--- src/bts_pkg.sv ---
// Behaviour
// Start selects test; active flag within timeout
// Close request; brake-closed feedback within timeout
// Move request; plus or minus command within timeout
// Endstop-reached flag within endstop timeout
// Endstop flag stays high whole hold time
// Deselect, open brake, active drops, done
// Position window checked from test start
// Endstop from contour deviation versus threshold
// Distance exceeds threshold; drive reaches limit
// Drive supplies braking minus measured torque
// Drive torque clamped to maximum motor torque
// Limit equals extra torque plus weight torque
// Inconsistent torque parameters raise alarm
// Auto bit: measured torque centres limit
// Status byte: zero ok, codes 1..11
// Endstop mode bit 1 enables test
// Fault drops requests, error held until acknowledge
package bts_pkg;
   localparam int unsigned CLK_HZ    = 100_000_000;
   localparam int unsigned TICK_US   = 1000;
   localparam int unsigned TICK_CYC  = CLK_HZ / 1_000_000 * TICK_US;
   localparam int unsigned TMR_W     = 16;
   localparam int unsigned TRQ_W     = 16;
   localparam int unsigned POS_W     = 24;
   localparam int unsigned MODE_TEST_BIT = 1;
   localparam int unsigned CTRL_AUTO_BIT = 0;
   localparam logic [7:0] ST_OK        = 8'h00;
   localparam logic [7:0] ST_START     = 8'h01;
   localparam logic [7:0] ST_NO_ACTIVE = 8'h02;
   localparam logic [7:0] ST_NO_CLOSED = 8'h03;
   localparam logic [7:0] ST_NO_FEED   = 8'h04;
   localparam logic [7:0] ST_NOT_REACH = 8'h05;
   localparam logic [7:0] ST_FXS_TMO   = 8'h06;
   localparam logic [7:0] ST_NOT_HOLD  = 8'h07;
   localparam logic [7:0] ST_OPENS     = 8'h08;
   localparam logic [7:0] ST_DESELECT  = 8'h09;
   localparam logic [7:0] ST_INTERNAL  = 8'h0a;
   localparam logic [7:0] ST_NOT_EXT   = 8'h0b;

   typedef enum logic [7:0] {
      S_IDLE   = 8'h01,
      S_SELECT = 8'h02,
      S_CLOSE  = 8'h04,
      S_FEED   = 8'h08,
      S_REACH  = 8'h10,
      S_HOLD   = 8'h20,
      S_DESEL  = 8'h40,
      S_FAULT  = 8'h80
   } bts_state_t;

   typedef struct packed {
      logic [TMR_W-1:0] test_active_timeout;
      logic [TMR_W-1:0] brake_close_timeout;
      logic [TMR_W-1:0] feed_cmd_timeout;
      logic [TMR_W-1:0] endstop_timeout;
      logic [TMR_W-1:0] hold_time;
   } bts_times_t;

   typedef struct packed {
      logic             test_active;
      logic             feed_plus;
      logic             feed_minus;
      logic             ext_control;
      logic             axis_reset;
      logic             start_ok;
   } bts_axis_t;
endpackage

--- src/bts_brake_test_sequencer.sv ---
`timescale 1ns/10ps
module bts_brake_test_sequencer
   import bts_pkg::*;
#(
   parameter int unsigned TICK_CYCLES = TICK_CYC
) (
   // Clock and reset
   input  wire logic                    sys_clk,
   input  wire logic                    arst_n,
   // Sequence control
   input  wire logic                    start,
   input  wire logic                    fault_ack,
   input  wire logic                    brake_closed,
   input  wire bts_times_t              times,
   // Controller feedback
   input  wire bts_axis_t               axis,
   // Parameters
   input  wire logic [TRQ_W-1:0]        test_torque_param,
   input  wire logic [TRQ_W-1:0]        weight_torque_param,
   input  wire logic [TRQ_W-1:0]        max_motor_torque,
   input  wire logic [TRQ_W-1:0]        measured_load_torque,
   input  wire logic [7:0]              auto_load_torque_ctrl,
   input  wire logic [7:0]              endstop_mode_param,
   input  wire logic [POS_W-1:0]        position_window_param,
   input  wire logic [POS_W-1:0]        endstop_threshold_param,
   input  wire logic                    endstop_sensor_select,
   input  wire logic [POS_W-1:0]        contour_deviation,
   input  wire logic [POS_W-1:0]        position_offset,
   input  wire logic                    torque_at_limit,
   // Requests and results
   output logic                         test_select,
   output logic                         close_brake_req,
   output logic                         move_axis_req,
   output logic                         done,
   output logic                         error,
   output logic [7:0]                   status,
   output logic                         param_alarm,
   output logic [TRQ_W-1:0]             endstop_torque_limit,
   output logic [TRQ_W-1:0]             limit_centre,
   output logic                         endstop_reached
);
   // The tick divider needs at least two clocks per tick
   if (TICK_CYCLES < 2) begin : g_bad_tick
      $error("TICK_CYCLES must be at least 2");
   end

   bts_state_t             state, next_state;
   logic [TMR_W-1:0]       timer, next_timer;
   logic [31:0]            tick_cnt, next_tick_cnt;
   logic                   next_select, next_close, next_move, next_done, next_error;
   logic [7:0]             next_status;
   logic                   next_alarm, next_reached;
   logic [TRQ_W-1:0]       next_limit, next_centre;
   logic [TRQ_W:0]         need;
   logic [TRQ_W:0]         lim_sum, hold_sum;     // One bit wider so the sums never wrap
   logic [TRQ_W-1:0]       centre, extra;
   logic                   tick, in_test, window_bad, fxs_now, auto_on;

   assign tick    = (tick_cnt == TICK_CYCLES - 1);
   assign auto_on = auto_load_torque_ctrl[CTRL_AUTO_BIT];
   assign in_test = (state != S_IDLE) && (state != S_FAULT);
   assign window_bad = in_test && (position_offset > position_window_param);
   // Endstop detection ignores the sensor select on purpose
   assign fxs_now = (contour_deviation > endstop_threshold_param) && torque_at_limit;

   // Torque derivation, computed combinationally, latched at selection
   always_comb begin
      centre = auto_on ? measured_load_torque : weight_torque_param;
      need   = {1'b0, test_torque_param} - {1'b0, measured_load_torque};
      if (need[TRQ_W]) begin
         extra = '0;
      end else if (need[TRQ_W-1:0] > max_motor_torque) begin
         extra = max_motor_torque;
      end else begin
         extra = need[TRQ_W-1:0];
      end
      lim_sum  = {1'b0, extra} + {1'b0, centre};
      hold_sum = {1'b0, extra} + {1'b0, weight_torque_param};
   end

   // Sequencer next state
   always_comb begin
      next_state    = state;
      next_timer    = timer;
      next_tick_cnt = tick ? 32'h0000_0000 : tick_cnt + 32'h0000_0001;
      next_select   = test_select;
      next_close    = close_brake_req;
      next_move     = move_axis_req;
      next_done     = done;
      next_error    = error;
      next_status   = status;
      next_alarm    = param_alarm;
      next_limit    = endstop_torque_limit;
      next_centre   = limit_centre;
      next_reached  = fxs_now;
      if (tick && timer != '0) begin
         next_timer = timer - TMR_W'(1);
      end
      unique case (state)
         S_IDLE: begin
            if (start) begin
               next_done = 1'b0;
               next_alarm = 1'b0;
               if (!axis.ext_control) begin
                  next_state = S_FAULT;
                  next_status = ST_NOT_EXT;
               end else if (!axis.start_ok || !endstop_mode_param[MODE_TEST_BIT]) begin
                  next_state = S_FAULT;
                  next_status = ST_START;
               end else if (!auto_on && (hold_sum < {1'b0, test_torque_param})) begin
                  next_alarm = 1'b1;
                  next_state = S_FAULT;
                  next_status = ST_NO_ACTIVE;
               end else begin
                  next_select = 1'b1;
                  next_centre = centre;
                  // Saturate: a wrapped sum would load the brake with a tiny limit
                  next_limit  = lim_sum[TRQ_W] ? '1 : lim_sum[TRQ_W-1:0];
                  next_timer  = times.test_active_timeout;
                  next_tick_cnt = 32'h0000_0000;
                  next_state  = S_SELECT;
               end
            end
         end
         S_SELECT: begin
            if (axis.test_active) begin
               next_close = 1'b1;
               next_timer = times.brake_close_timeout;
               next_tick_cnt = 32'h0000_0000;
               next_state = S_CLOSE;
            end else if (timer == '0) begin
               next_state = S_FAULT;
               next_status = ST_NO_ACTIVE;
            end
         end
         S_CLOSE: begin
            if (brake_closed) begin
               next_move = 1'b1;
               next_timer = times.feed_cmd_timeout;
               next_tick_cnt = 32'h0000_0000;
               next_state = S_FEED;
            end else if (timer == '0) begin
               next_state = S_FAULT;
               next_status = ST_NO_CLOSED;
            end
         end
         S_FEED: begin
            if (axis.feed_plus || axis.feed_minus) begin
               next_timer = times.endstop_timeout;
               next_tick_cnt = 32'h0000_0000;
               next_state = S_REACH;
            end else if (timer == '0) begin
               next_state = S_FAULT;
               next_status = ST_NO_FEED;
            end
         end
         S_REACH: begin
            if (axis.axis_reset) begin
               next_state = S_FAULT;
               next_status = ST_NOT_REACH;
            end else if (endstop_reached) begin
               next_timer = times.hold_time;
               next_tick_cnt = 32'h0000_0000;
               next_state = S_HOLD;
            end else if (timer == '0) begin
               next_state = S_FAULT;
               next_status = ST_FXS_TMO;
            end
         end
         S_HOLD: begin
            if (!endstop_reached) begin
               next_state = S_FAULT;
               next_status = ST_OPENS;
            end else if (timer == '0) begin
               next_select = 1'b0;
               next_close = 1'b0;
               next_move = 1'b0;
               next_timer = times.test_active_timeout;
               next_tick_cnt = 32'h0000_0000;
               next_state = S_DESEL;
            end
         end
         S_DESEL: begin
            if (!axis.test_active) begin
               next_done = 1'b1;
               next_state = S_IDLE;
            end else if (timer == '0) begin
               next_state = S_FAULT;
               next_status = ST_DESELECT;
            end
         end
         S_FAULT: begin
            next_error = 1'b1;
            next_close = 1'b0;
            next_move = 1'b0;
            next_select = 1'b0;
            if (fault_ack && error) begin
               next_error = 1'b0;
               next_status = ST_OK;
               next_state = S_IDLE;
            end
         end
         default: begin
            next_state = S_FAULT;
            next_status = ST_INTERNAL;
         end
      endcase
      // Leaving the window overrides any step; brake is not holding
      if (window_bad && state != S_FAULT) begin
         next_state = S_FAULT;
         next_status = ST_NOT_HOLD;
      end
      if (next_state == S_FAULT) begin
         next_close = 1'b0;
         next_move = 1'b0;
         next_select = 1'b0;
      end
   end

   // Registers
   always_ff @(posedge sys_clk or negedge arst_n) begin
      if (!arst_n) begin
         state <= S_IDLE;
         timer <= '0;
         tick_cnt <= 32'h0000_0000;
         test_select <= 1'b0;
         close_brake_req <= 1'b0;
         move_axis_req <= 1'b0;
         done <= 1'b0;
         error <= 1'b0;
         status <= ST_OK;
         param_alarm <= 1'b0;
         endstop_torque_limit <= '0;
         limit_centre <= '0;
         endstop_reached <= 1'b0;
      end else begin
         state <= next_state;
         timer <= next_timer;
         tick_cnt <= next_tick_cnt;
         test_select <= next_select;
         close_brake_req <= next_close;
         move_axis_req <= next_move;
         done <= next_done;
         error <= next_error;
         status <= next_status;
         param_alarm <= next_alarm;
         endstop_torque_limit <= next_limit;
         limit_centre <= next_centre;
         endstop_reached <= next_reached;
      end
   end
endmodule

--- config.mk ---
export PLATFORM = sky130hd
export DESIGN_NAME = bts_brake_test_sequencer
export DESIGN_NICKNAME = d
export VERILOG_FILES = /design/src/bts_pkg.sv /design/src/bts_brake_test_sequencer.sv
export SDC_FILE = /design/constraint.sdc
export NUM_CORES = 1
export LEC_CHECK = 0
export ABC_AREA = 1
export BUFFER_PORTS_ARGS = -buffer_cell sky130_fd_sc_hd__buf_2
export CAP_MARGIN = 20
export CORE_MARGIN = 10
export CORE_UTILIZATION = 54
export CTS_CLUSTER_DIAMETER = 40
export DETAILED_ROUTE_END_ITERATION = 16
export PLACE_DENSITY_LB_ADDON = 0.08
export SLEW_MARGIN = 10
export SYNTH_ARGS = -nofsm -noshare
export SYNTH_HDL_FRONTEND = slang
export SYNTH_SLANG_ARGS = --single-unit
--- constraint.sdc ---
create_clock -name sys_clk -period 2.9 [get_ports sys_clk]
set_clock_uncertainty 0.15 [all_clocks]
set_input_delay 0.435 -clock sys_clk [delete_from_list [all_inputs] [get_ports sys_clk]]
set_output_delay 0.435 -clock sys_clk [all_outputs]
set_load 0.05 [all_outputs]
==> flow_metrics.py <==
metrics = {
    "global_routing": {
        "grt_usage_pct": 30.3,
        "grt_use_met2_pct": 52.7,
        "grt_max_degree": 53,
        "gr-total-overflow": 0,
        "antenna_found_initial": 0,
        "grt_pass1_wl_microns": 66100,
        "gr-usage-met1_pct": 35.9,
        "grt_pass1_vias": 13600,
        "busiest_layer": "met2",
        "grt_util_met3_pct": 6.37,
    },
    "timing": {
        "setup_ws_ns": -3.92,
        "setup_viol_count_final": 90,
        "slew_violations": 0,
        "tightestPinTransition_ns": 0.984,
        "rsz0062_at_grt": "true",
        "min_period_ns": 6.82,
        "fin_crit_sh_pct": 235,
        "hold_viol": 0,
        "fmax_mhz": 147,
        "relSlewSlack_pct": 33.9,
    },
    "setup_path": {
        "ff2ff_setup_slack_ns": -0.07,
        "crit_end": "tick_cnt[9]$_DFF_PN0_",
        "path_class": "input pin to flop",
        "worstRegToRegCells": 13,
        "path_max_fanout": 8,
        "end_kind": "flop",
        "crit_slowest_cell": "ha_1",
        "worstSetupStartpoint": "measured_load_torque[2]",
        "cp-start-kind": "input pin",
        "arrival_ns": 6.97,
        "max_stage_delay_ns": 0.30,
        "path_common_cell": "nand2_2",
        "reg2reg_to": "tick_cnt[28]$_DFF_PN0_",
        "crit-reg2reg-launch": "tick_cnt[0]$_DFF_PN0_",
        "required_ns": 3.05,
    },
    "floorplanning": {
        "num_rows": 52,
        "die-height_microns": 163,
        "die-area_sq_um": 26500,
        "initial_core_util_pct": 54.7,
        "die_w_microns": 163,
        "core-area_sq_um": 20100,
        "top_level_ports": 316,
    },
    "clock_network": {
        "clock-sinks": 99,
        "clk_pin_slew_ns": 0.08,
        "cts-buffers-inserted": 9,
        "clockBufferDepth": 2,
        "cts_tree": "yes",
        "insertion_delay_ns": 0.37,
        "clockRootBuffer": "clkbuf_16",
        "h-tree-depth": 3,
    },
    "route": {
        "drtIter0Drc": 1097,
        "firstDrtPassIters": 7,
        "via_count": 13800,
        "wl_microns": 42700,
        "drcViolationCount": 0,
        "viasPerCell": 5.45,
        "wl_per_cell_microns": 16.8,
        "antenna_left": 0,
    },
    "synthesis": {
        "netlist.area_leader.share_pct": 22.3,
        "ys_ff_latch": 99,
        "syn_area_sq_um": 11000,
        "yosysTopAreaCell": "dfrtp_1",
        "synth_cells": 1660,
        "syn_avg_cell_area_sq_um": 6.62,
        "synth_cell_types": 57,
        "ys.flop_type": "dfrtp_1",
        "seq_area_frac_synth_pct": 22.5,
        "synth.area.top_cells": "dfrtp_1 (22%), ha_1 (14%), nand2_1 (12%)",
        "async_reset_ff_share_pct": 100,
        "yosys_warnings": 0,
        "synth_edf_count": 0,
    },
    "place": {
        "gp_congestion": 0.984,
        "dp.cells": 2472,
        "hpwl_microns": 33100,
        "io_buffers": 296,
        "dp_slack_ns": -4.39,
    },
    "final_layout": {
        "final_cells": 2534,
        "drive_above_1_share_pct": 34.8,
        "fin_nets": 2652,
        "fillers": 1452,
        "utilization_pct": 80.8,
        "area_growth_pct": 47.8,
    },
    "outcome": {
        "violations": "setup timing",
        "outcome": "finished with violations",
    },
    "power_and_ir_drop": {
        "p_leak_nw": 9.13,
        "ir_worst_vdd_mv": 0.590,
        "p_per_area_nw_per_um2": 595,
    },
    "worst_hold_path": {
        "hold_path_class": "input pin to flop",
    },
    "run": {
        "cap_violations": 0,
    },
}
==> registers in the layout (all words and copies together), names as in the netlist <==
signal	cells
status	4
limit_centre	16
close_brake_req	1
endstop_reached	1
test_select	1
error	1
tick_cnt	32
endstop_torque_limit	16
done	1
timer	16
state	8
move_axis_req	1
param_alarm	1
==> critical path: cells and delay by family <==
kind	cells	cell delay (ns)
AO/OA/AOI/OAI	13	2.26
AND/OR/NAND/NOR	19	2.06
adder cells (fa/ha/maj)	4	1.07
buffers and inverters	7	0.76
XOR/XNOR	2	0.37
==> how the worst min path moves through the flow <==
stage,start,endpoint,depth (start not counted)
after floorplan,arst_n,close_brake_req$_DFFE_PN0P_,0
after global placement,arst_n,done$_DFFE_PN0P_,1
after detailed placement,arst_n,done$_DFFE_PN0P_,1
after CTS,times[65],timer[1]$_DFF_PN0_,3
after global routing,times[72],timer[8]$_DFF_PN0_,3
final,times[72],timer[8]$_DFF_PN0_,3
==> stage by stage <==
stage	setup TNS, ns	power [mW]	hold slack [ns]	instance area, sq um
finish	-342.79	9.66	0.148	16200
global route	-373.96	10.3	0.151	16200
CTS	-312.27	9.31	0.136	15900
detailed placement	-386.04	7.72	0.266	14800
global placement	-357.69	7.60	0.266	14800
floorplan	-329.50	5.51	-0.0106	11100
==> logic make-up after synthesis <==
group / count (synthesis) / synth area share (%)
AO/OA/AOI/OAI: 296 / 15.8
XOR/XNOR: 69 / 5.50
adder cells (fa/ha/maj): 126 / 14.5
buffers and inverters: 302 / 11.1
flip-flops: 99 / 22.5
multiplexers: 1 / 0.102
other: 1 / 0.0341
AND/OR/NAND/NOR: 766 / 30.4
==> layer usage <==
metal	up-vias	routed length, microns
met3	109	3630
met1	6328	16800
met2	655	20800
met4	0	1450
li1	6709	-
met5	-	0
==> synthesized netlist by cell type (7+ instances only) <==
cell,number
o21ai_0,85
nor3_1,36
clkbuf_1,14
a22o_1,9
nand2_1,366
a21o_1,7
nand4_1,39
dfrtp_1,98
inv_1,266
nand2_2,9
a31oi_1,14
nor2_1,181
xor2_1,53
ha_1,123
nand3_1,88
a21oi_1,123
nor4_1,23
a211oi_1,9
a221oi_1,10
xnor2_1,16
==> cell usage in the layout, fill, tap and decap left out, drive strengths merged, types with 5 or more instances in the layout <==
| master | count |
|---|---|
| xor2 | 53 |
| nor4 | 23 |
| buf | 610 |
| ha | 123 |
| a21oi | 124 |
| a211oi | 9 |
| a2111oi | 6 |
| o21ai | 88 |
| a21boi | 6 |
| xnor2 | 16 |
| a221oi | 10 |
| a22o | 9 |
| o2111ai | 5 |
| or2 | 5 |
| a31oi | 14 |
| clkbuf | 9 |
| nand3 | 94 |
| nor2 | 181 |
| nand4 | 40 |
| a21o | 8 |
| nand2 | 382 |
| nor3 | 37 |
| dfrtp | 98 |
| inv | 274 |
==> cell type report <==
class | count | area (sq um) | area share, %
timing repair buffer | 611 | 4050 | 24.9
tap | 270 | 338 | 2.08
clock inverter | 7 | 65.1 | 0.400
inverter | 271 | 1040 | 6.41
antenna | 2 | 5.00 | 0.0308
multi-input combinational | 1265 | 8040 | 49.5
clock buffer | 9 | 225 | 1.39
sequential | 99 | 2480 | 15.3
==> power breakdown <==
group          internal, mW  leakage, nW  switching (mW)
combinational          2.58         7.66            3.73
clock                 0.608        0.146           0.626
sequential             1.76         1.33           0.353
==> repair_timing <==
item / in CTS / in global routing
endpoints found under the hold margin: 28 / 0
hold buffers: 1 / 0
gates resized for setup: 117 / 56
setup buffers: 20 / 16
cloned: 7 / 0
pin swaps: 55 / 46
endpoints found under the setup margin: 90 / 90
Power figures use the tool's default switching activity.
